$ cat config.mk
export PLATFORM = sky130hd
export DESIGN_NAME = dma_channel_control
export DESIGN_NICKNAME = d
export VERILOG_FILES = /design/src/inc/dma_channel_pkg.sv /design/src/verilog/dma_addr_counter.sv /design/src/verilog/dma_channel_control.sv /design/src/verilog/dma_request_sync.sv
export VERILOG_INCLUDE_DIRS = /design/src /design/src/inc
export SDC_FILE = /design/constraint.sdc
export NUM_CORES = 1
export LEC_CHECK = 0
export BUFFER_PORTS_ARGS = -buffer_cell sky130_fd_sc_hd__clkbuf_2
export CAP_MARGIN = 40
export CELL_PAD_IN_SITES_DETAIL_PLACEMENT = 1
export CELL_PAD_IN_SITES_GLOBAL_PLACEMENT = 1
export CORE_MARGIN = 2
export CORE_UTILIZATION = 43
export DETAILED_ROUTE_END_ITERATION = 8
export MAX_ROUTING_LAYER = met4
export PLACE_DENSITY_LB_ADDON = 0.1
export SLEW_MARGIN = 25
export SYNTH_ARGS = -nofsm -noshare
export SYNTH_HDL_FRONTEND = slang
export SYNTH_SLANG_ARGS = --single-unit
export TNS_END_PERCENT = 10
$ cat constraint.sdc
create_clock -name clk_sys -period 3.3 [get_ports clk_sys]
set_input_delay 0.165 -clock clk_sys [delete_from_list [all_inputs] [get_ports clk_sys]]
set_output_delay 0.165 -clock clk_sys [all_outputs]
set_load 0.05 [all_outputs]
$ cat src/inc/dma_channel_defs.svh
// Purpose: Offsets, field positions, reset values of one DMA channel
// Assumes: APB byte addresses, 32-bit data, one aligned word per register
// Notes: Included by the channel modules, the monitor and the testbench
`ifndef DMA_CHANNEL_DEFS_SVH
`define DMA_CHANNEL_DEFS_SVH

// ============================================================
// Register offsets
`define OFF_SIDE_A_COUNTER 8'h00
`define OFF_SIDE_B_COUNTER 8'h08
`define OFF_BLOCK_COUNTER 8'h10
`define OFF_CHANNEL_CONTROL 8'h1c
`define OFF_CHANNEL_STATUS 8'h20

// ============================================================
// Control field positions
`define BIT_CHANNEL_ON 0
`define BIT_BEAT_SIZE 3
`define BIT_TRANSFER_TYPE 4
`define BIT_DIRECTION 5
`define BIT_REPEAT_MODE 6
`define BIT_BUS_HOLD 7
`define BIT_SOFT_REQUEST 8
`define BIT_A_STEP_ENABLE 9
`define POS_A_STEP_CODE 10
`define BIT_B_STEP_ENABLE 12
`define POS_B_STEP_CODE 13
`define CONTROL_WIDTH 16
`define CONTROL_RESET 16'h0000
`define CONTROL_WRITE_MASK 16'h7fff

// ============================================================
// Status field positions
`define BIT_STAT_ACTIVE 0
`define BIT_STAT_BUS_OWNED 1
`define BIT_STAT_REQUEST 2

// ============================================================
// Counter widths and reset values
`define ADDR_WIDTH 32
`define COUNT_WIDTH 16
`define ADDR_RESET 32'h00000000
`define COUNT_RESET 16'h0000

`endif

$ cat src/inc/dma_channel_pkg.sv
// Purpose: Types shared by the DMA channel modules
// Assumes: Constants come from dma_channel_defs.svh
// Notes: Types only
package dma_channel_pkg;

    // ============================================================
    // Transfer sequencer states
    typedef enum logic [2:0] {
        ST_IDLE,
        ST_ARBITRATE,
        ST_READ,
        ST_WRITE,
        ST_RELEASE
    } seq_state_t;

    // ============================================================
    // Address step codes
    typedef enum logic [1:0] {
        STEP_INC1 = 2'b00,
        STEP_INC2 = 2'b01,
        STEP_DEC1 = 2'b10,
        STEP_DEC2 = 2'b11
    } step_code_t;

endpackage : dma_channel_pkg

$ cat src/verilog/dma_addr_counter.sv
// Purpose: One address counter with software load and step update
// Assumes: Load from software has priority over a step in the same cycle
// Notes: Steps by one or two, up or down, as the step code says
`timescale 1ns/10ps
`include "dma_channel_defs.svh"
module dma_addr_counter
    import dma_channel_pkg::*;
(
    input wire logic clk_sys,
    input wire logic rst_b,
    input wire logic load,
    input wire logic [`ADDR_WIDTH-1:0] loadData,
    input wire logic stepFire,
    input wire logic stepEnable,
    input wire step_code_t stepCode,
    output logic [`ADDR_WIDTH-1:0] count
);

    logic [`ADDR_WIDTH-1:0] count_reg;
    logic [`ADDR_WIDTH-1:0] count_next;
    logic [`ADDR_WIDTH-1:0] stepped;

    // ============================================================
    // Step selection: +1, +2, -1, -2
    assign stepped = (stepCode == STEP_INC1) ? count_reg + 32'h00000001 :
                     (stepCode == STEP_INC2) ? count_reg + 32'h00000002 :
                     (stepCode == STEP_DEC1) ? count_reg - 32'h00000001 :
                     count_reg - 32'h00000002;

    // Counter holds unless loaded, or enabled and a transfer cycle completed
    assign count_next = load ? loadData :
                        (stepFire && stepEnable) ? stepped : count_reg;

    // ============================================================
    // Counter register
    always_ff @(posedge clk_sys) begin
        if (!rst_b) begin
            count_reg <= `ADDR_RESET;
        end else begin
            count_reg <= count_next;
        end
    end

    assign count = count_reg;

endmodule : dma_addr_counter

$ cat src/verilog/dma_channel_control.sv
// Purpose: Control field logic and transfer sequencer of one DMA channel
// Assumes: APB slave; bus grant and memory done come from clk_sys logic
// Notes: Fly-by does one access at side A; indirect reads then writes
//
// Notes on behaviour
// - Transfer type 0 does fly-by transfers, 1 memory-to-memory; fly-by default.
// - Direction 0 makes side A the source; fly-by then reads.
// - Direction 1 makes side A the destination; fly-by then writes.
// - Repeat mode 0 single/double buffer (default), 1 auto-initialize.
// - Hold policy 0 releases the bus after every transaction.
// - Hold policy 1 keeps the bus while the request stays asserted.
// - Soft request bit 8 raises a request while it holds one.
// - Side A enable 0 freezes the side A counter, 1 lets it step.
// - Side A code: 00 +1, 01 +2, 10 -1, 11 -2.
// - Side B enable 0 freezes the side B counter, 1 lets it step.
// - Side B code: 00 +1, 01 +2, 10 -1, 11 -2.
// - Beat size 0 moves bytes, 1 moves 16-bit words.
// - Channel on must be 1 to operate; cleared, the clock gates off.
//
// Decided for this implementation: the APB interface to the registers and the register offsets.
`timescale 1ns/10ps
`include "dma_channel_defs.svh"
module dma_channel_control
    import dma_channel_pkg::*;
(
    input wire logic clk_sys,
    input wire logic rst_b,
    // APB slave
    input wire logic psel,
    input wire logic penable,
    input wire logic pwrite,
    input wire logic [7:0] paddr,
    input wire logic [31:0] pwdata,
    output logic [31:0] prdata,
    output logic pready,
    output logic pslverr,
    // Hardware request pin and acknowledge
    input wire logic hwRequest,
    output logic flyByAck,
    // Internal bus master
    output logic busRequest,
    input wire logic busGrant,
    output logic [31:0] memAddr,
    output logic memRead,
    output logic memWrite,
    output logic memWordSize,
    output logic [15:0] memWdata,
    input wire logic [15:0] memRdata,
    input wire logic memDone,
    // Clock gating request
    output logic channelClockOn
);

    // ============================================================
    // Declarations
    logic [`CONTROL_WIDTH-1:0] control_reg;
    logic [`CONTROL_WIDTH-1:0] control_next;
    logic [`COUNT_WIDTH-1:0] blockCount_reg;
    logic [`COUNT_WIDTH-1:0] blockCount_next;
    logic [`COUNT_WIDTH-1:0] blockStart_reg;
    logic [`ADDR_WIDTH-1:0] startA_reg;
    logic [`ADDR_WIDTH-1:0] startB_reg;
    logic [15:0] holdData_reg;
    logic [31:0] prdata_reg;
    seq_state_t state_reg;
    seq_state_t state_next;
    logic [`ADDR_WIDTH-1:0] countA;
    logic [`ADDR_WIDTH-1:0] countB;
    logic hwRequestSync;

    // ============================================================
    // Control fields
    wire channelOn = control_reg[`BIT_CHANNEL_ON];
    wire beatSizeSelect = control_reg[`BIT_BEAT_SIZE];
    wire transferTypeSelect = control_reg[`BIT_TRANSFER_TYPE];
    wire directionSelect = control_reg[`BIT_DIRECTION];
    wire repeatModeSelect = control_reg[`BIT_REPEAT_MODE];
    wire busHoldPolicy = control_reg[`BIT_BUS_HOLD];
    wire softRequest = control_reg[`BIT_SOFT_REQUEST];
    wire sideAStepEnable = control_reg[`BIT_A_STEP_ENABLE];
    wire sideBStepEnable = control_reg[`BIT_B_STEP_ENABLE];
    wire step_code_t sideAStepCode = step_code_t'(control_reg[`POS_A_STEP_CODE +: 2]);
    wire step_code_t sideBStepCode = step_code_t'(control_reg[`POS_B_STEP_CODE +: 2]);

    // ============================================================
    // APB address decode
    wire selA = (paddr == `OFF_SIDE_A_COUNTER);
    wire selB = (paddr == `OFF_SIDE_B_COUNTER);
    wire selCount = (paddr == `OFF_BLOCK_COUNTER);
    wire selControl = (paddr == `OFF_CHANNEL_CONTROL);
    wire selStatus = (paddr == `OFF_CHANNEL_STATUS);
    wire selAny = selA || selB || selCount || selControl || selStatus;
    wire apbSetup = psel && !penable;
    wire apbWrite = psel && penable && pwrite && selAny;
    wire writeA = apbWrite && selA;
    wire writeB = apbWrite && selB;
    wire writeCount = apbWrite && selCount;
    wire writeControl = apbWrite && selControl;

    // ============================================================
    // Request and activity
    wire channelRequest = softRequest || hwRequestSync;
    wire channelActive = channelOn && (blockCount_reg != `COUNT_RESET);
    wire canTransfer = channelActive && channelRequest;
    wire indirectMode = transferTypeSelect;

    // Completion of the last access of one transfer cycle
    wire flyDone = !indirectMode && memDone &&
                   (state_reg == ST_READ || state_reg == ST_WRITE);
    wire indirectDone = indirectMode && memDone && (state_reg == ST_WRITE);
    wire cycleDone = flyDone || indirectDone;
    wire lastBeat = (blockCount_reg == 16'h0001);
    wire reloadBlock = cycleDone && lastBeat && repeatModeSelect;

    // Keep the bus only under hold policy with a live request and count left
    wire holdBus = busHoldPolicy && canTransfer;
    // A reloaded count in auto-initialize keeps channelActive high; canTransfer still needs the request

    // ============================================================
    // Input synchroniser for the hardware request pin
    dma_request_sync u_request_sync (
        .clk_sys(clk_sys),
        .rst_b(rst_b),
        .pinIn(hwRequest),
        .syncOut(hwRequestSync)
    );

    // ============================================================
    // Side A counter; reload from start value in auto-initialize
    dma_addr_counter u_side_a_address_counter (
        .clk_sys(clk_sys),
        .rst_b(rst_b),
        .load(writeA || reloadBlock),
        .loadData(writeA ? pwdata : startA_reg),
        .stepFire(cycleDone),
        .stepEnable(sideAStepEnable),
        .stepCode(sideAStepCode),
        .count(countA)
    );

    // Side B counter steps only in indirect mode
    dma_addr_counter u_side_b_address_counter (
        .clk_sys(clk_sys),
        .rst_b(rst_b),
        .load(writeB || reloadBlock),
        .loadData(writeB ? pwdata : startB_reg),
        .stepFire(indirectDone),
        .stepEnable(sideBStepEnable),
        .stepCode(sideBStepCode),
        .count(countB)
    );

    // ============================================================
    // Control register next value; reserved bit 15 stays zero
    assign control_next = writeControl ? (pwdata[15:0] & `CONTROL_WRITE_MASK) : control_reg;

    // Block counter: load, decrement per cycle, reload in auto-initialize
    assign blockCount_next = writeCount ? pwdata[15:0] :
                             reloadBlock ? blockStart_reg :
                             cycleDone ? blockCount_reg - 16'h0001 :
                             blockCount_reg;

    // ============================================================
    // Sequencer next state
    always_comb begin
        state_next = state_reg;
        case (state_reg)
            ST_IDLE: begin
                if (canTransfer) begin
                    state_next = ST_ARBITRATE;
                end
            end
            ST_ARBITRATE: begin
                if (!canTransfer) begin
                    state_next = ST_IDLE;
                end else if (busGrant) begin
                    if (indirectMode || !directionSelect) begin
                        state_next = ST_READ;
                    end else begin
                        state_next = ST_WRITE;
                    end
                end
            end
            ST_READ: begin
                if (memDone && indirectMode) begin
                    state_next = ST_WRITE;
                end else if (memDone) begin
                    state_next = ST_RELEASE;
                end
            end
            ST_WRITE: begin
                if (memDone) begin
                    state_next = ST_RELEASE;
                end
            end
            ST_RELEASE: begin
                if (holdBus) begin
                    // Burst: next transaction without giving up the bus
                    if (indirectMode || !directionSelect) begin
                        state_next = ST_READ;
                    end else begin
                        state_next = ST_WRITE;
                    end
                end else begin
                    state_next = ST_IDLE;
                end
            end
            default: begin
                state_next = ST_IDLE;
            end
        endcase
    end

    // ============================================================
    // Bus outputs; request drops in release, also when holding
    wire inAccess = (state_reg == ST_READ) || (state_reg == ST_WRITE);
    assign busRequest = (state_reg == ST_ARBITRATE) || inAccess;
    assign memRead = (state_reg == ST_READ);
    assign memWrite = (state_reg == ST_WRITE);
    assign memWordSize = beatSizeSelect;
    // Indirect: read from the source side, write to the other side
    wire readFromA = !directionSelect;
    assign memAddr = !indirectMode ? countA :
                     (memRead == readFromA) ? countA : countB;
    assign memWdata = beatSizeSelect ? holdData_reg : {8'h00, holdData_reg[7:0]};
    assign flyByAck = !indirectMode && inAccess;
    assign channelClockOn = channelOn;

    // ============================================================
    // Read data mux and status word
    wire [31:0] statusWord = {29'h00000000, channelRequest,
                              (state_reg != ST_IDLE && state_reg != ST_ARBITRATE),
                              channelActive};
    wire [31:0] readMux = selA ? countA :
                          selB ? countB :
                          selCount ? {16'h0000, blockCount_reg} :
                          selControl ? {16'h0000, control_reg} :
                          selStatus ? statusWord : 32'h00000000;

    assign prdata = prdata_reg;
    assign pready = 1'b1;
    assign pslverr = psel && penable && !selAny;

    // ============================================================
    // Control and block counters
    always_ff @(posedge clk_sys) begin
        if (!rst_b) begin
            control_reg <= `CONTROL_RESET;
            blockCount_reg <= `COUNT_RESET;
        end else begin
            control_reg <= control_next;
            blockCount_reg <= blockCount_next;
        end
    end

    // ============================================================
    // Start values kept for auto-initialize reload
    always_ff @(posedge clk_sys) begin
        if (!rst_b) begin
            startA_reg <= `ADDR_RESET;
            startB_reg <= `ADDR_RESET;
            blockStart_reg <= `COUNT_RESET;
        end else begin
            startA_reg <= writeA ? pwdata : startA_reg;
            startB_reg <= writeB ? pwdata : startB_reg;
            blockStart_reg <= writeCount ? pwdata[15:0] : blockStart_reg;
        end
    end

    // ============================================================
    // Sequencer state and indirect holding data
    always_ff @(posedge clk_sys) begin
        if (!rst_b) begin
            state_reg <= ST_IDLE;
            holdData_reg <= 16'h0000;
        end else begin
            state_reg <= state_next;
            if (memRead && memDone && indirectMode) begin
                holdData_reg <= memRdata;
            end
        end
    end

    // ============================================================
    // Read data registered in the setup phase
    always_ff @(posedge clk_sys) begin
        if (!rst_b) begin
            prdata_reg <= 32'h00000000;
        end else if (apbSetup && !pwrite) begin
            prdata_reg <= readMux;
        end
    end

endmodule : dma_channel_control

$ cat src/verilog/dma_request_sync.sv
// Purpose: Two-flop synchroniser for the hardware request pin
// Assumes: Pin is asynchronous to clk_sys
// Notes: Only the second stage is visible outside
`timescale 1ns/10ps
module dma_request_sync (
    input wire logic clk_sys,
    input wire logic rst_b,
    input wire logic pinIn,
    output logic syncOut
);

    logic stageOne_reg;
    logic stageTwo_reg;

    // ============================================================
    // Two stages, first read only by the second
    always_ff @(posedge clk_sys) begin
        if (!rst_b) begin
            stageOne_reg <= 1'b0;
            stageTwo_reg <= 1'b0;
        end else begin
            stageOne_reg <= pinIn;
            stageTwo_reg <= stageOne_reg;
        end
    end

    assign syncOut = stageTwo_reg;

endmodule : dma_request_sync
# Yosys cells after proc, flatten, opt, wreduce, memory -nomap -nowiden
# Index checks and enable logic that the tools add are counted.
# totals
out_inout_bits	88
word_cells	120
reg_bits	228
inputBits	64
# op_classes
muxes	31
reduce_logical	51
eq_ne	17
n_addsub	9
# op_table
cell	count
32-bit two-way mux	16
16-bit two-way mux	5
32-bit by 1-bit adder with 32-bit output (second input constant)	2
32-bit by 2-bit adder with 32-bit output (second input constant)	2
32-bit by 1-bit subtractor with 32-bit output (second input constant)	2
32-bit by 2-bit subtractor with 32-bit output (second input constant)	2
1-bit logical AND	25
3-bit two-way mux	7
16-bit by 1-bit == test with 1-bit output (second input constant)	1
8-bit by 5-bit == test with 1-bit output (second input constant)	2
16-bit nonzero test	1
16-bit by 1-bit subtractor with 16-bit output (second input constant)	1
15-bit two-way mux	1
3-bit one-hot mux with 5 select lines	1
1-bit logical OR	11
8-bit by 4-bit == test with 1-bit output (second input constant)	1
8-bit by 6-bit == test with 1-bit output (second input constant)	1
8-bit zero test	1
3-bit by 2-bit == test with 1-bit output (second input constant)	2
3-bit nonzero test	2
1-bit zero test	5
2-bit by 1-bit == test with 1-bit output (second input constant)	2
2-bit == test (second input constant)	2
2-bit zero test	2
other kinds (10)	11

# Logic depth before layout (Yosys ltp)
# depth
depth_word	9
depth_mapped	10
depth_no_buf	9

# Cells and area by module
# Synthesis repeated with hierarchy kept, for this count alone.
# hier_totals
hier_cells	1696
hier_area_um2	13880.8
# by_module_without_submodules
mod	n_inst	cells_each	seq_area_each_um2	area_per_inst_um2
dma_channel_control	1	930	3243.1	8346.8
dma_addr_counter (u_side_a_address_counter)	1	380	640.6	2758.9
dma_addr_counter (u_side_b_address_counter)	1	382	640.6	2722.6
dma_request_sync	1	4	40.0	52.6

# Worst setup path after synthesis
# OpenSTA, ideal clock, no wires.
# synth_timing
path_kind	flip-flop to output port
startpoint	register state_reg[2]
endpoint	output port memAddr[0]
setup_slack_ns	-0.006
n_path_buf	2
required_time_ns	3.135
stages_incl_launch_ff	8
arrival_time_ns	3.141
path_cell_list	dfxtp_1 -> clkbuf_1 -> nand2b_1 -> nor2_1 -> xnor2_1 -> nand2_1 -> clkbuf_1 -> o21ai_0
# synth_between
elab_chain_len	4
# synth_lines
item	line	source
from (decl)	dma_channel_control.sv:65	seq_state_t state_reg;
from (signal assigned)	dma_channel_control.sv:277	state_reg <= state_next;
3-bit by 2-bit == test with 1-bit output	dma_channel_control.sv:218	assign memRead = (state_reg == ST_READ);
net memRead	dma_channel_control.sv:44	output logic memRead,
1-bit == test	dma_channel_control.sv:224	(memRead == readFromA) ? countA : countB;
32-bit two-way mux	dma_channel_control.sv:224	
32-bit two-way mux	dma_channel_control.sv:223	assign memAddr = !indirectMode ? countA :
to (decl)	dma_channel_control.sv:43	output logic [31:0] memAddr,
# The timed path passes the listed nets, and every way through them passes these cells.

# Final worst setup path
# layout_timing
startpoint	register state_reg[1]
endpoint	output port memAddr[1]
# layout_between
elab_chain_len	4
# layout_lines
item	line
3-bit by 2-bit == test with 1-bit output	dma_channel_control.sv:218
1-bit == test	dma_channel_control.sv:224
32-bit two-way mux	dma_channel_control.sv:224
32-bit two-way mux	dma_channel_control.sv:223
# Every way passes these cells.

==> flow_summary_export.csv <==
group,metric,value,unit
run_status,status,"finished, final reports clean",
sta,setup_slack,0.2229,ns
sta,report.final.setup_viol,0,
worst_hold_path,holdCritStartpoint,"pwdata[15]",
floorplan,rows,63,
yosys,yosys_most_used_dff,"dfxtp_1",
clock_network,clockBufferDepth,3,
run,max_cap_viols,0,
clock_network,worst_setup_hold_path_clk_slew,0.06,ns
yosys,number_of_synthesized_register_bits,228,
sta,worst_pin_slew,0.8270,ns
sta,min_period,3.077,ns
setup_path,reg2reg_from,"u_side_a_address_counter.count[4]",
global_routing,grt_first_pass_wirelength,88.21,mm
floorplan,die_height,178.4,um
yosys,syn_area,13080,um2
finish,finish.utilization,52.18,%
place,placed_cells,2206,
sta,fmax,325.0,MHz
clock_network,cts_resizes,0,
place,hpwl_after_detailed_placement,41.72,mm
setup_path,timing.critical_path.buf_inv,1,
finish,final_cell_count_no_fill,2302,
global_routing,grt_antenna_before_repair,1,
finish,fin_nets,1966,
setup_path,cpPeakStageDelay,0.58,ns
setup_path,cpMaxStageDelayCell,"o21ai_0",
worst_hold_path,whs_path_depth,3,
floorplan,placeableCoreArea,29800,um2
setup_path,worst_r2r_endpoint,"u_side_a_address_counter.count[23]",
sta,layout_worst_path_cycle_share,93.24,%
route,drt.antenna.violating_nets,0,
clock_network,clkLatencyLatePin,0.57,ns
yosys,synth_area_per_cell,7.412,um2
setup_path,timing.critical_path.from_type,"flop",
sta,max_slew_margin,44.72,%
power_and_ir_drop,power.density_cell_area,400.2,nW/um2
route,drc_errors,0,
route,detailroute.via_count,14570,
yosys,yosysSeqAreaShare,34.91,%
global_routing,overflow,0,
finish,final.fill_count,3732,
global_routing,via_count_of_the_first_global_routing_pass,14460,
worst_hold_path,hold_end,"blockStart_reg[15]",
setup_path,reg2regPathDepth,7,
floorplan,pin_count,152,
place,portBuffers,150,
sta,setup_repair_after_global_routing_missed_its_margin,"no",
route,post_drt_via_cell_ratio,6.328,
setup_path,timing.critical_path.required,3.13,ns
route,drt_first_iter_violations,1185,
sta,finalMaxSlewViolations,0,
yosys,synth_cells,1764,
clock_network,tritoncts_num_sinks,228,
global_routing,grt.total_usage,37.53,%
clock_network,clk_root_buffer_cell,"clkbuf_16",
place,dpl_worst_slack,0.4994,ns
clock_network,cts_made_buffers,28,
sta,setup_total_negative_slack,0,ns
yosys,synthDistinctLibCells,78,
clock_network,cts.htree.levels,1,
floorplan,fp.dieW,178.4,um
power_and_ir_drop,cellLeakagePower,5.697,nW
global_routing,pin_count_of_the_biggest_net_entering_global_routing,65,
route,routedWlPerCell,25.60,um
finish,fraction_of_final_layout_cells_sized_beyond_drive_strength_1,15.86,%
route,routed_wl,58.92,mm
place,place.gp.congestion,0.9635,
yosys,yosys_warnings,0,
setup_path,worst-path-max-fanout,12,
sta,worst_clock_skew,0.03245,ns
yosys,synth_nets,1838,
yosys,synthArstFlopShare,0,%
setup_path,critPathTopFamily,"simple AND/OR/NAND/NOR gates",
floorplan,starting_density_of_the_core,43.88,%
setup_path,critPathArrivalTime,2.91,ns
finish,area_growth_syn_to_layout,18.92,%
route,drt_pass1_iterations,5,
sta,hold_viol_final,0,
setup_path,worst_setup_path_end_kind,"output port",
setup_path,regToRegSetupSlack,0.38,ns
power_and_ir_drop,vdd_drop_max,0.3592,mV
setup_path,path_class,"flop to output port",
yosys,synth_enable_flop_cells,0,
setup_path,timing.critical_path.cells,"nand2b_1 -> nor2_1 -> xnor2_1 -> nand2_1 -> o21ai_0 -> clkbuf_2",
floorplan,design.die.area,31820,um2
worst_hold_path,hold_path_class,"input pin to flop",
clock_network,tritoncts_clock_tree,"built",
## power breakdown
group / leakage, nW / total, W / internal, W / switching (W)
clock network: 0.445 / 0.00312 / 0.00185 / 0.00127
registers: 1.84 / 0.00277 / 0.00276 / 0.00000720
logic: 3.41 / 0.000336 / 0.000107 / 0.000229
## synthesized netlist by cell type, drive strengths merged, types with 10 or more instances
library cell	n	share of area, %
xnor2	35	2.3
o211ai	25	1.4
or3	15	0.76
clkbuf	124	3.6
mux2	32	2.8
nor4	41	2.1
a211oi	22	1.3
and3	15	0.72
ha	10	0.96
nor2	148	4.2
and2	16	0.77
o221ai	14	0.94
buf	29	1.3
inv	19	0.55
o21ai	76	2.9
nand3	53	2.0
xor2	19	1.3
nand2b	13	0.62
nor3	68	2.7
a221oi	11	0.74
mux2i	34	2.6
nand2	305	8.8
dfxtp	228	35
o22ai	16	0.77
a31oi	33	1.6
a21oi	205	7.8
nand4	31	1.5
or4	11	0.69
o31ai	11	0.63
## per-stage QoR
stage / hold WS [ns] / cell area, um2 / total power (W)
6_report: 0.02525 / 15550 / 0.006222
2_1_floorplan: 0.2923 / 13080 / 0.002970
3_5_place_dp: 0.3794 / 14160 / 0.003113
5_1_grt: 0.02071 / 15550 / 0.006374
4_1_cts: 0.004215 / 15520 / 0.006250
3_3_place_gp: 0.3742 / 14150 / 0.003111
## worst max path at each step
stage | from | end | slack (ns) | cells past startpoint
4_1_cts | state_reg[1] | memAddr[2] | 0.22 | 7
6_report | state_reg[1] | memAddr[1] | 0.22 | 6
5_1_grt | state_reg[1] | memAddr[0] | 0.03 | 8
2_1_floorplan | state_reg[2] | memAddr[0] | -0.006 | 7
3_3_place_gp | u_side_b_address_counter.count[8] | u_side_b_address_counter.count[14] | 0.18 | 7
3_5_place_dp | u_side_a_address_counter.count[4] | u_side_a_address_counter.count[23] | 0.50 | 7
## cell type report
class	count	area (um2)	share of cell area [%]
clock inverters	7	102.6	0.6598
flip-flops and latches	228	4564	29.36
clock buffers	42	813.3	5.231
repair buffers	252	1685	10.84
multi-input cells	1362	7812	50.25
inverters	20	80.08	0.5150
diodes	1	2.502	0.01609
well taps	390	488.0	3.138
## cell usage in the layout, fill, tap and decap left out, types with 22 or more instances in the layout
cell type      Yosys  routed
xnor2_1           35      35
a21oi_1          205     205
clkbuf_2           0     150
mux2_2            32      32
o21ai_0           67      67
nor3_1            66      64
mux2i_1           34      34
o211ai_1          25      25
a211oi_1          22      22
nand2_1          305     305
nor4_1            39      38
nor2_1           148     147
a31oi_1           33      33
clkbuf_16          0      28
dlygate4sd3_1      0      44
dfxtp_1          228     228
nand3_1           53      53
buf_4             12      52
nand4_1           31      31
## routing by layer
| layer | wire length, um | up-vias | global-route usage [%] |
|---|---|---|---|
| met5 | 0 | - | - |
| met4 | 2861 | 0 | 16.23 |
| met3 | 4401 | 152 | 4.902 |
| met2 | 27070 | 618 | 60.02 |
| met1 | 24590 | 7176 | 47.55 |
| li1 | - | 6622 | - |
## what timing repair did
item	in CTS	in global routing
hold endpoints to repair	92	0
buffers inserted	0	0
hold buffers	44	0
## kinds of logic (layout without fill, tap and decap cells)
| family | Yosys count | in the layout | synth area share (%) |
|---|---|---|---|
| adders and majority gates | 10 | 10 | 0.9569 |
| other | 1 | 2 | 0.02868 |
| xor gates and xnor gates | 54 | 54 | 3.617 |
| AOI/OAI and AO/OA | 477 | 477 | 22.45 |
| DFF | 228 | 228 | 34.91 |
| buffers and inverters | 174 | 321 | 5.522 |
| muxes | 66 | 66 | 5.359 |
| and+or+nand+nor | 754 | 754 | 27.16 |
## worst reg2reg max path, delay by kind of cell (launching register included)
family	cells	cell delay, ns
AND/OR/NAND/NOR	3	0.95
XOR/XNOR	1	0.20
flip-flops	1	0.45
AO/OA/AOI/OAI	3	1.26
Power figures use the tool's default switching activity.
